## src/include/fcim_pkg.sv

```systemverilog
// Purpose: Constants shared by the fault-code input monitor.
// Assumes: 100 MHz system clock.
// Notes: Fault codes are major.minor; the index is major*100+minor.
package fcim_pkg;
  localparam int CLK_HZ = 100_000_000;
  localparam int SIMUL_TIME_S = 3;
  localparam int PAIR_TIME_MS = 500;
  localparam int CFG_TIME_S = 3600;
  localparam longint SIMUL_CYC = longint'(SIMUL_TIME_S) * CLK_HZ;
  localparam longint PAIR_CYC = longint'(PAIR_TIME_MS) * (CLK_HZ / 1000);
  localparam longint CFG_CYC = longint'(CFG_TIME_S) * CLK_HZ;
  localparam int TMR_W = 40;
  localparam int NUM_IN = 4;
  localparam int NUM_MOD = 8;
  localparam int NUM_TERM = 16;
  localparam int NUM_OUT = 8;
  localparam int IDX_SCALE = 100;

  typedef enum logic [2:0] {
    FCIM_DUAL = 3'b000,
    FCIM_COMPL = 3'b001,
    FCIM_DCOMP = 3'b010,
    FCIM_NONE = 3'b111
  } fcim_itype_t;

  // Major and minor parts of each fault code.
  localparam logic [7:0] MJ_OUT = 8'h01;
  localparam logic [7:0] MJ_IN = 8'h02;
  localparam logic [7:0] MJ_SYS = 8'h04;
  localparam logic [7:0] MN_SEQ = 8'h0a;
  localparam logic [7:0] MN_CONC = 8'h01;
  localparam logic [7:0] MN_SIMUL = 8'h02;
  localparam logic [7:0] MN_PCONC_A = 8'h03;
  localparam logic [7:0] MN_PSIM_A = 8'h04;
  localparam logic [7:0] MN_PCONC_B = 8'h05;
  localparam logic [7:0] MN_PSIM_B = 8'h06;
  localparam logic [7:0] MN_CFG_KEY = 8'h0c;
  localparam logic [7:0] MN_CFG_SW = 8'h0d;
  localparam logic [7:0] MN_OTEMP = 8'h23;
  localparam logic [7:0] MN_OLINK_A = 8'h28;
  localparam logic [7:0] MN_OLINK_B = 8'h29;
  localparam logic [7:0] MN_MISM = 8'h2a;
  localparam logic [7:0] MN_XLINK = 8'h2b;
  localparam logic [7:0] MN_STRAY = 8'h30;
  localparam logic [7:0] MN_DISP = 8'h38;
  localparam logic [7:0] MN_SHORT = 8'h3c;
  localparam logic [7:0] MN_UNSUP = 8'h3d;
  localparam logic [15:0] IDX_NONE = 16'h0000;
endpackage : fcim_pkg

```

## src/design/fcim_pair_mon.sv

```systemverilog
// Purpose: Concurrency and simultaneity checks on one pair of run levels.
// Assumes: Inputs are synchronised run levels on clk.
// Notes: Sticky flags clear only on reset.
`timescale 1ns/1ps
module fcim_pair_mon #(
  parameter logic [39:0] LIMIT = 40'h0000000001
) (
  // Clock and reset
  input wire logic clk,
  input wire logic rst_n,
  // Run levels
  input wire logic en,
  input wire logic run_a,
  input wire logic run_b,
  // Sticky faults
  output logic conc,
  output logic simul
);
  logic both_run;
  logic armed;
  logic [39:0] tmr;
  wire one_run = en && (run_a ^ run_b);
  wire both_now = run_a && run_b;
  wire both_stop = !run_a && !run_b;
  wire tmr_end = one_run && (tmr >= LIMIT - 40'h1);

  always_ff @(posedge clk or negedge rst_n) begin
    if (!rst_n) begin
      both_run <= 1'b0;
      armed <= 1'b0;
      conc <= 1'b0;
    end else begin
      if (both_now && !armed) both_run <= 1'b1;
      else if (both_stop) both_run <= 1'b0;
      if (en && both_run && one_run) armed <= 1'b1;
      else if (both_stop) armed <= 1'b0;
      if (en && armed && both_now) conc <= 1'b1;
      if (armed && both_now) armed <= 1'b0;
    end
  end

  always_ff @(posedge clk or negedge rst_n) begin
    if (!rst_n) begin
      tmr <= 40'h0;
      simul <= 1'b0;
    end else begin
      tmr <= (one_run && !both_run) ? tmr + 40'h1 : 40'h0;
      if (tmr_end && !both_run) simul <= 1'b1;
    end
  end
endmodule : fcim_pair_mon

```

## src/design/fcim_top.sv

```systemverilog
// Purpose: Fault detection and fault-code index reporting for safety inputs.
// Assumes: Field pins are asynchronous and pass two flip-flops first.
// Notes: First fault found is latched; later faults set flags only.
`timescale 1ns/1ps
module fcim_top
  import fcim_pkg::*;
#(
  parameter longint SIMUL_LIMIT = SIMUL_CYC,
  parameter longint PAIR_LIMIT = PAIR_CYC,
  parameter longint CFG_LIMIT = CFG_CYC
) (
  // Clock and reset
  input wire logic clk,
  input wire logic rst_n,
  // Safety input pins, two channels or pairs per input
  input wire logic [fcim_pkg::NUM_IN-1:0] in_a,
  input wire logic [fcim_pkg::NUM_IN-1:0] in_b,
  input wire logic [fcim_pkg::NUM_IN-1:0] in_c,
  input wire logic [fcim_pkg::NUM_IN-1:0] in_d,
  input wire logic [3*fcim_pkg::NUM_IN-1:0] in_type,
  // System sense pins
  input wire logic seq_err,
  input wire logic [1:0] out_link_lost,
  input wire logic xm_link_lost,
  input wire logic [fcim_pkg::NUM_MOD-1:0] mod_found,
  input wire logic [fcim_pkg::NUM_MOD-1:0] mod_expect,
  input wire logic [fcim_pkg::NUM_TERM-1:0] term_volt,
  input wire logic [fcim_pkg::NUM_TERM-1:0] term_used,
  input wire logic [fcim_pkg::NUM_OUT-1:0] out_short,
  input wire logic over_temp,
  input wire logic disp_fail,
  input wire logic cfg_unsup,
  input wire logic cfg_mode,
  input wire logic key_act,
  input wire logic sw_cmd,
  // Fault report
  output logic [15:0] fault_index,
  output logic [7:0] fault_major,
  output logic [7:0] fault_minor,
  output logic fault_active,
  output logic [fcim_pkg::NUM_OUT-1:0] short_detail,
  output logic cfg_confirmed,
  output logic run_allow
);
  import fcim_pkg::*;

  localparam int NPIN = 4 * NUM_IN + 4 + NUM_MOD * 2 + NUM_TERM * 2 + NUM_OUT + 7;

  function automatic logic [15:0] make_index(input logic [7:0] mj, input logic [7:0] mn);
    make_index = 16'(mj * IDX_SCALE) + 16'(mn);
  endfunction : make_index

  function automatic logic [TMR_W-1:0] next_count(input logic [TMR_W-1:0] c);
    next_count = (c == {TMR_W{1'b1}}) ? c : c + 1'b1;
  endfunction : next_count

  logic [NPIN-1:0] pin_s1;
  logic [NPIN-1:0] pin_s2;
  wire [NPIN-1:0] pin_raw = {in_a, in_b, in_c, in_d, seq_err, out_link_lost, xm_link_lost,
    mod_found, mod_expect, term_volt, term_used, out_short, over_temp, disp_fail,
    cfg_unsup, cfg_mode, key_act, sw_cmd, 1'b0};

  // Two flip-flops before any logic reads a pin other than in_type, which is read directly.
  always_ff @(posedge clk or negedge rst_n) begin
    if (!rst_n) begin
      pin_s1 <= '0;
      pin_s2 <= '0;
    end else begin
      pin_s1 <= pin_raw;
      pin_s2 <= pin_s1;
    end
  end

  logic [NUM_IN-1:0] sa, sb, sc, sd;
  logic s_seq, s_xm, s_ot, s_disp, s_uns, s_cfg, s_key, s_sw, s_spare;
  logic [1:0] s_olink;
  logic [NUM_MOD-1:0] s_mf, s_me;
  logic [NUM_TERM-1:0] s_tv, s_tu;
  logic [NUM_OUT-1:0] s_sh;
  assign {sa, sb, sc, sd, s_seq, s_olink, s_xm, s_mf, s_me, s_tv, s_tu, s_sh, s_ot, s_disp,
    s_uns, s_cfg, s_key, s_sw, s_spare} = pin_s2;

  // Per-input monitors: channel level and pair level.
  logic [NUM_IN-1:0] conc_ch, sim_ch, conc_pa, sim_pa, conc_pb, sim_pb;
  genvar gi;
  generate
    for (gi = 0; gi < NUM_IN; gi++) begin : g_in
      wire [2:0] ty = in_type[3*gi +: 3];
      wire dcomp = (ty == FCIM_DCOMP);
      wire chan = (ty == FCIM_DUAL) || (ty == FCIM_COMPL);
      // Complementary members: run when a high and b low (pair A), c high and d low (pair B).
      wire pa_run = sa[gi] && !sb[gi];
      wire pb_run = sc[gi] && !sd[gi];
      wire ch_a = sa[gi];
      wire ch_b = (ty == FCIM_COMPL) ? !sb[gi] : sb[gi];
      fcim_pair_mon #(.LIMIT(TMR_W'(SIMUL_LIMIT))) u_outer (
        .clk(clk), .rst_n(rst_n), .en(chan || dcomp),
        .run_a(dcomp ? pa_run : ch_a), .run_b(dcomp ? pb_run : ch_b),
        .conc(conc_ch[gi]), .simul(sim_ch[gi]));
      fcim_pair_mon #(.LIMIT(TMR_W'(PAIR_LIMIT))) u_pa (
        .clk(clk), .rst_n(rst_n), .en(dcomp), .run_a(sa[gi]), .run_b(!sb[gi]),
        .conc(conc_pa[gi]), .simul(sim_pa[gi]));
      fcim_pair_mon #(.LIMIT(TMR_W'(PAIR_LIMIT))) u_pb (
        .clk(clk), .rst_n(rst_n), .en(dcomp), .run_a(sc[gi]), .run_b(!sd[gi]),
        .conc(conc_pb[gi]), .simul(sim_pb[gi]));
    end
  endgenerate

  logic [TMR_W-1:0] key_tmr;
  logic [TMR_W-1:0] sw_tmr;
  always_ff @(posedge clk or negedge rst_n) begin
    if (!rst_n) begin
      key_tmr <= '0;
      sw_tmr <= '0;
    end else begin
      key_tmr <= (!s_cfg || s_key) ? '0 : next_count(key_tmr);
      sw_tmr <= (!s_cfg || s_sw) ? '0 : next_count(sw_tmr);
    end
  end
  wire cfg_key_to = (key_tmr >= TMR_W'(CFG_LIMIT));
  wire cfg_sw_to = (sw_tmr >= TMR_W'(CFG_LIMIT));

  // Fault detection, highest priority first; code picked by continuous selection.
  wire f_mism = (s_mf != s_me);
  wire f_stray = |(s_tv & ~s_tu);
  wire f_short = |s_sh;
  logic hit;
  logic [7:0] sel_mj;
  logic [7:0] sel_mn;
  // Major and minor kept as separate fields.
  always_comb begin
    hit = 1'b1;
    sel_mj = MJ_SYS;
    sel_mn = 8'h00;
    if (s_seq) begin sel_mj = MJ_OUT; sel_mn = MN_SEQ; end
    else if (|conc_ch) begin sel_mj = MJ_IN; sel_mn = MN_CONC; end
    else if (|sim_ch) begin sel_mj = MJ_IN; sel_mn = MN_SIMUL; end
    else if (|conc_pa) begin sel_mj = MJ_IN; sel_mn = MN_PCONC_A; end
    else if (|conc_pb) begin sel_mj = MJ_IN; sel_mn = MN_PCONC_B; end
    else if (|sim_pa) begin sel_mj = MJ_IN; sel_mn = MN_PSIM_A; end
    else if (|sim_pb) begin sel_mj = MJ_IN; sel_mn = MN_PSIM_B; end
    else if (s_ot) sel_mn = MN_OTEMP;
    else if (s_olink[0]) sel_mn = MN_OLINK_A;
    else if (s_olink[1]) sel_mn = MN_OLINK_B;
    else if (s_xm) sel_mn = MN_XLINK;
    else if (f_mism) sel_mn = MN_MISM;
    else if (f_stray) sel_mn = MN_STRAY;
    else if (s_disp) sel_mn = MN_DISP;
    else if (f_short) sel_mn = MN_SHORT;
    else if (s_uns) sel_mn = MN_UNSUP;
    else if (cfg_key_to) sel_mn = MN_CFG_KEY;
    else if (cfg_sw_to) sel_mn = MN_CFG_SW;
    else hit = 1'b0;
  end

  always_ff @(posedge clk or negedge rst_n) begin
    if (!rst_n) begin
      fault_active <= 1'b0;
      fault_major <= 8'h00;
      fault_minor <= 8'h00;
      fault_index <= IDX_NONE;
    end else if (hit && !fault_active) begin
      fault_active <= 1'b1;
      fault_major <= sel_mj;
      fault_minor <= sel_mn;
      // Whole code in one 16-bit value.
      fault_index <= make_index(sel_mj, sel_mn);
    end
  end

  always_ff @(posedge clk or negedge rst_n) begin
    if (!rst_n) begin
      short_detail <= '0;
      cfg_confirmed <= 1'b0;
      run_allow <= 1'b0;
    end else begin
      short_detail <= short_detail | s_sh;
      if (s_uns) cfg_confirmed <= 1'b1;
      run_allow <= !(hit || fault_active || s_uns);
    end
  end

  // The spare synchroniser bit keeps the pin vector aligned and is otherwise unused.
  wire unused_ok = s_spare;
endmodule : fcim_top

```

## config.mk

```make
export PLATFORM = sky130hd
export DESIGN_NAME = fcim_top
export DESIGN_NICKNAME = d
export VERILOG_FILES = /design/src/include/fcim_pkg.sv /design/src/design/fcim_pair_mon.sv /design/src/design/fcim_top.sv
export SDC_FILE = /design/constraint.sdc
export NUM_CORES = 2
export LEC_CHECK = 0
export BUFFER_PORTS_ARGS = -buffer_cell sky130_fd_sc_hd__buf_2
export CAP_MARGIN = 40
export CORE_MARGIN = 2
export CORE_UTILIZATION = 23
export DETAILED_ROUTE_END_ITERATION = 12
export GPL_TIMING_DRIVEN = 0
export SETUP_SLACK_MARGIN = 0.4
export SLEW_MARGIN = 20
export SYNTH_ARGS = -nofsm -noshare
export SYNTH_HDL_FRONTEND = slang
export SYNTH_SLANG_ARGS = --single-unit
```

## constraint.sdc

```tcl
create_clock -name clk -period 5.2 [get_ports clk]
set_input_delay 0 -clock clk [delete_from_list [all_inputs] [get_ports clk]]
set_output_delay 0 -clock clk [all_outputs]
set_load 0.02 [all_outputs]
```

Yosys cells after proc, flatten, opt, wreduce, memory -nomap -nowiden
Cells that the tools add are included.
- magnitude comparators: 14
- add/sub/neg operators: 15
- equality and inequality tests: 13
- $mul: 1
- reductions and logical operators: 244
- mux-type cells: 119
- bitwise logic cells: 15
- operators by type and width (cell ; count):
    2-to-1 mux 40 bit ; 16
    adder 40 x 1 -> 40 bit (second input constant) ; 14
    greater-or-equal comparator 40 x 26 -> 1 bit (second input constant) ; 8
    greater-or-equal comparator 40 x 29 -> 1 bit (second input constant) ; 4
    logical AND 1 bit ; 145
    2-to-1 mux 6 bit ; 16
    equality test 40 bit (second input constant) ; 2
    greater-or-equal comparator 40 x 39 -> 1 bit (second input constant) ; 2
    2-to-1 mux 1 bit ; 78
    zero test 1 bit ; 51
    nonzero test 3 bit ; 12
    nonzero test 2 bit ; 12
    OR reduction 4 bit ; 6
    2-to-1 mux 3 bit ; 7
    adder 15 x 8 -> 16 bit ; 1
    bitwise AND 16 bit ; 1
    NOT 16 bit ; 1
    OR reduction 16 bit ; 1
    multiplier 8 x 5 -> 13 bit (second input constant) ; 1
    equality test 3 x 1 -> 1 bit (second input constant) ; 4
    equality test 3 x 2 -> 1 bit (second input constant) ; 4
    zero test 3 bit ; 4
    logical OR 1 bit ; 12
    bitwise XOR 1 bit ; 12
    other kinds (5) ; 7
- bits of input ports: 96
- output and inout port bits: 43
- logic and storage cells: 492
- register bits: 815

Depth between registers and ports, before layout
- depth after elaboration: 22
- gate-level depth with buffers: 14
- depth with buffers taken out: 14

Hierarchy
A second synthesis with hierarchy kept.
- cell total of the unflattened synthesis: 3866
- area, all modules: 38557.0 µm²
- by module, submodules not included (module ; sequential area each (µm²) ; cells an instance ; instances ; area each (µm²)):
    fcim_pair_mon at g_in[0].u_pa ... ; 1101.1 ; 240 ; 8 ; 2274.7
    fcim_top ; 6856.6 ; 862 ; 1 ; 10415.0
    fcim_pair_mon at g_in[0].u_outer ... ; 1101.1 ; 271 ; 4 ; 2486.1

Worst setup path after synthesis
Ideal clock, no wire load.
- path type: flip-flop to flip-flop
- start: register sw_tmr[15]
- end: register fault_index[8]
- required time: 5074 ps
- data arrival time: 2851 ps
- library setup time: 126 ps
- stages on the path, launching flop included: 11
- clock period less this slack: 2977 ps
- setup slack: 2223 ps
- path through: dfrtp_1 > or4_1 > a21oi_1 > o21bai_1 > or3_1 > o41a_1 > fa_1 > a21oi_1 > nor2_1 > xnor2_1 > a21oi_1
- word-level cells in the longest chain between the ends: 20
- elaborated cells between the ends (all ways): 39
- classes of those cells: add/sub (1); order compare (1); mux (36); reduce/logical (1)
- RTL lines (item ; line ; source):
    start, declared ; fcim_top.sv:110 ; logic [TMR_W-1:0] sw_tmr;
    start signal, assigned ; fcim_top.sv:117 ; sw_tmr <= (!s_cfg || s_sw) ? '0 : next_count(sw_tmr);
    greater-or-equal comparator 40 x 39 -> 1 bit ; fcim_top.sv:121 ; wire cfg_sw_to = (sw_tmr >= TMR_W'(CFG_LIMIT));
    2-to-1 mux 4 bit ; fcim_top.sv:152 ; else if (cfg_sw_to) sel_mn = MN_CFG_SW;
    2-to-1 mux 4 bit ; fcim_top.sv:151 ; else if (cfg_key_to) sel_mn = MN_CFG_KEY;
    2-to-1 mux 6 bit ; fcim_top.sv:150 ; else if (s_uns) sel_mn = MN_UNSUP;
    2-to-1 mux 6 bit ; fcim_top.sv:149 ; else if (f_short) sel_mn = MN_SHORT;
    2-to-1 mux 6 bit ; fcim_top.sv:148 ; else if (s_disp) sel_mn = MN_DISP;
    2-to-1 mux 6 bit ; fcim_top.sv:147 ; else if (f_stray) sel_mn = MN_STRAY;
    2-to-1 mux 6 bit ; fcim_top.sv:146 ; else if (f_mism) sel_mn = MN_MISM;
    [5 not listed] ; -- ;
    2-to-1 mux 6 bit ; fcim_top.sv:140 ; else if (|sim_pa) begin sel_mj = MJ_IN; sel_mn = MN_PSIM_A; end
    2-to-1 mux 6 bit ; fcim_top.sv:139 ; else if (|conc_pb) begin sel_mj = MJ_IN; sel_mn = MN_PCONC_B; end
    2-to-1 mux 6 bit ; fcim_top.sv:138 ; else if (|conc_pa) begin sel_mj = MJ_IN; sel_mn = MN_PCONC_A; end
    2-to-1 mux 6 bit ; fcim_top.sv:137 ; else if (|sim_ch) begin sel_mj = MJ_IN; sel_mn = MN_SIMUL; end
    2-to-1 mux 6 bit ; fcim_top.sv:136 ; else if (|conc_ch) begin sel_mj = MJ_IN; sel_mn = MN_CONC; end
    2-to-1 mux 6 bit ; fcim_top.sv:135 ; if (s_seq) begin sel_mj = MJ_OUT; sel_mn = MN_SEQ; end
    net sel_mn[3] ; fcim_top.sv:129 ; logic [7:0] sel_mn;
    adder 15 x 8 -> 16 bit ; fcim_top.sv:50 ; make_index = 16'(mj * IDX_SCALE) + 16'(mn);
    end signal, assigned ; fcim_top.sv:167 ; fault_index <= make_index(sel_mj, sel_mn);
    end, declared ; fcim_top.sv:37 ; output logic [15:0] fault_index,
The timed path passes the listed nets, and every way through them passes these cells.
A chain may end at the register's enable or synchronous reset.

Worst setup path after layout
- start: register g_in[1].u_pa.conc
- end: register fault_index[8]
- word-level cells in the longest chain between the ends: 7
- elaborated cells between the ends (all ways): 16
- classes of those cells: add/sub (1); mul (1); mux (12); reduce/logical (2)
- RTL lines (item ; line ; source):
    start, declared ; fcim_pair_mon.sv:16 ; output logic conc,
    start signal, assigned ; fcim_pair_mon.sv:31 ; conc <= 1'b0;
    start signal, assigned ; fcim_pair_mon.sv:37 ; if (en && armed && both_now) conc <= 1'b1;
    OR reduction 4 bit ; fcim_top.sv:138 ;
    2-to-1 mux 3 bit ; fcim_top.sv:138 ;
    2-to-1 mux 3 bit ; fcim_top.sv:137 ;
    2-to-1 mux 3 bit ; fcim_top.sv:136 ;
    2-to-1 mux 3 bit ; fcim_top.sv:135 ;
    net sel_mj[2] ; fcim_top.sv:128 ; logic [7:0] sel_mj;
    multiplier 8 x 5 -> 13 bit ; fcim_top.sv:50 ;
    adder 15 x 8 -> 16 bit ; fcim_top.sv:50 ;
The timed path passes the listed nets, and every way through them passes these cells.

==> flow_summary.toml <==
[clock_network]
cts_hold_buf = 190
clockRootBuffer = "clkbuf_16"
path_clk_slew_ns = 0.06
cts_max_level = 3
cts-resized-gates = 0
cts_tree = "yes"
post_cts_buffers = 0
numCtsBuffers = 93
clock_path_buffers = 3
worstSkewPairLatency_ns = 0.73
cts.sink_count = 802

[yosys]
yosys_register_bits = 802
synth_seq_area_share = 0.5549
ys_warn_count = 0
synth.avg_cell_area_sq_um = 10.18
netlist_area_sq_um = 36160
synth-main-ff-cell = "dfrtp_1"
synth_top_area_frac = 0.5549
synth_edf_count = 0
synthArstFlopShare = 1.000
yosys-top-cells-area = "dfrtp_1 (55%), xor2_1 (7.4%), nor2_1 (6.3%), xnor2_1 (4.4%), nand3_1 (2.8%)"
syn_inst = 3551
synth_area_leader_cell = "dfrtp_1"
ys_types = 71

[route]
final_antenna_net_count = 0
viasPerCell = 4.334
drtIter0Drc = 1685
routedWlPerCell_um = 13.48
drt_first_pass_iters = 5
drc = 0
drt_wl_total_um = 82600
num_vias = 26560

[timing]
rsz0062_at_grt = "false"
period_needed_ns = 3.873
final.setup.tns_ns = 0
maxSlewViolCount = 0
worstMarginPinSlew_ns = 0.8190
hold_viol = 0
clock_skew_ns = 0.08388
clock.fmax_mhz = 258.2
fin_crit_sh = 0.7448
slew-limit-headroom = 0.4489
setup_viol = 0

[worst_hold_path]
hp-class = "in2reg"

[global_routing]
overflow = 0
grt_max_degree = 128
grt_pass1_wl_um = 138000
antenna_found_initial = 7
grt_pass1_vias = 26480
grtUsageTotal = 0.1031

[setup_path]
required_ns = 5.75
cp.arrival_ns = 4.42
path_buf_inv = 0
cp-start-kind = "flop"
end_kind = "flop"
crit_chain = "nor4_1, nand3_1, nor4_2, nand2_1, a21oi_1, ha_1, a21oi_1, nor2_1, xnor2_1, a21oi_1"
cpMaxStageDelayCell = "nor4_1"
cp_max_fo = 4
critPathTopFamily = "simple AND/OR/NAND/NOR gates"
cp_slowest_stage_delay_ns = 0.65
cp_common_cell = "a21oi_1"
critPathKind = "reg2reg"

[power_and_ir_drop]
ir_drop_mv = 0.3151
finalPower_mw = 14.20
leakage_nw = 18.07
p_per_area_nw_per_um2 = 315.3

[layout]
layout-drive-gt1-share = 0.09241
nets = 4136
syn_to_final_growth_pct = 24.53
final_cells = 6129
fillers = 16040
final_util = 0.2883
fin_area_sq_um = 45040

[floorplanning]
ios = 139
die_area_sq_um = 160400
rows = 145
die_w_um = 400.5
initial_core_util = 0.2315
die_height_um = 400.5
core_area_sq_um = 156200

[placed_design]
placed_cells = 5761
globalplace.congestion = 0.8085
postPlaceCellArea_sq_um = 39700
post-dp-hpwl_um = 54950
port_buffers = 127

[job]
maxCapViolCount = 0

[status]
status = "finished clean"
## placed cells by master, fill, tap and decap left out, drive strengths merged, types with 68 or more instances in the layout
master and count:
a21oi 104, and3 93, buf 158, clkbuf 204, dfrtp 802, dlygate4sd3 189, inv 134, nand2 244
nand3 204, nand4 122, nor2 610, nor3 68, nor4 94, o21ai 70, or3 71, xnor2 180
xor2 306
## state kept, by name (all words and copies together), names as in the netlist, 8 cells and up
signal,flops
pin_s2,82
short_detail,8
fault_index,12
sw_tmr,40
g_in.u_pa.tmr,160
g_in.u_outer.tmr,160
key_tmr,40
pin_s1,82
g_in.u_pb.tmr,160
## worst paths after layout
check | slack (ns) | depth (start not counted) | end | from
min in group asynchronous | 0.45 | 4 | g_in[3].u_pb.tmr[1]$_DFF_PN0_ | rst_n
hold reg to reg | 0.35 | 0 | pin_s2[4]$_DFF_PN0_ | pin_s1[4]$_DFF_PN0_
hold / removal | 0.32 | 4 | g_in[2].u_pb.conc$_DFFE_PN0P_ | in_type[8]
setup / recovery | 1.33 | 10 | fault_index[8]$_DFFE_PN0P_ | g_in[1].u_pa.conc$_DFFE_PN0P_
max in group asynchronous | 2.77 | 7 | key_tmr[12]$_DFFE_PN0P_ | rst_n
setup reg to reg | 1.33 | 10 | fault_index[8]$_DFFE_PN0P_ | g_in[1].u_pa.conc$_DFFE_PN0P_
## final cells by class
cell class | instances | area [sq um] | share of cell area
tap | 2058 | 2575 | 0.05717
sequential | 802 | 20070 | 0.4456
inverter | 130 | 488.0 | 0.01083
multi-input combinational | 2541 | 15290 | 0.3395
clock inverter | 43 | 726.9 | 0.01614
buffer | 90 | 391.6 | 0.008696
timing repair buffer | 334 | 2826 | 0.06276
clock buffer | 129 | 2663 | 0.05912
antenna | 2 | 5.005 | 0.0001111
## cell families after synthesis
kind of cell               synth area share
and+or+nand+nor                      0.2317
DFF                                  0.5549
xor gates and xnor gates             0.1177
AOI/OAI and AO/OA                   0.05148
buffers and inverters               0.02432
adders and majority gates           0.01681
muxes                              0.002975
other                             0.0001037
## per-layer routing
| layer | part of all wire | wire (um) | vias up | GRT usage |
|---|---|---|---|---|
| met3 | 0.066 | 5415 | 129 | 0.02979 |
| met5 | 0.00029 | 24 | - | 0 |
| met1 | 0.48 | 39250 | 12950 | 0.1405 |
| met2 | 0.43 | 35540 | 464 | 0.1549 |
| li1 | - | - | 13020 | - |
| met4 | 0.029 | 2369 | 4 | 0.03655 |
## worst register-to-register path: cells and delay by family, from the launching register on
| kind | cells | cell delay [ns] |
|---|---|---|
| AOI/OAI and AO/OA | 3 | 1.00 |
| DFF | 1 | 0.53 |
| and+or+nand+nor | 5 | 1.63 |
| adders and majority gates | 1 | 0.40 |
| xor gates and xnor gates | 1 | 0.19 |
## power by group
group | switching, mW | leakage, nW | internal, mW
Clock | 2.83 | 1.63 | 4.23
Combinational | 0.349 | 5.76 | 0.264
Sequential | 0.145 | 10.7 | 6.38
## Yosys cell counts, types with 13 or more instances
cell / count
nor4_1: 88
xnor2_1: 180
or2_2: 18
nand3_1: 203
clkbuf_1: 72
buf_4: 13
nand4_1: 122
inv_1: 130
nand2_1: 244
nor3_1: 67
nor2b_1: 18
or3_1: 71
nor2_1: 610
ha_1: 47
and2_1: 18
o21ai_0: 70
and4_1: 44
nand2b_1: 26
xor2_1: 306
and3_1: 92
a31o_2: 13
a21oi_1: 104
or4_1: 21
dfrtp_1: 802
## per-stage QoR
stage	hold WS, ns	setup slack, ns
after floorplan	-0.2956	2.223
after CTS	0.2810	1.430
final	0.3236	1.327
after global placement	0.1076	-13.51
after global routing	0.3474	1.030
after detailed placement	-0.05533	1.465
No activity file was read; power rests on OpenSTA's default activity.
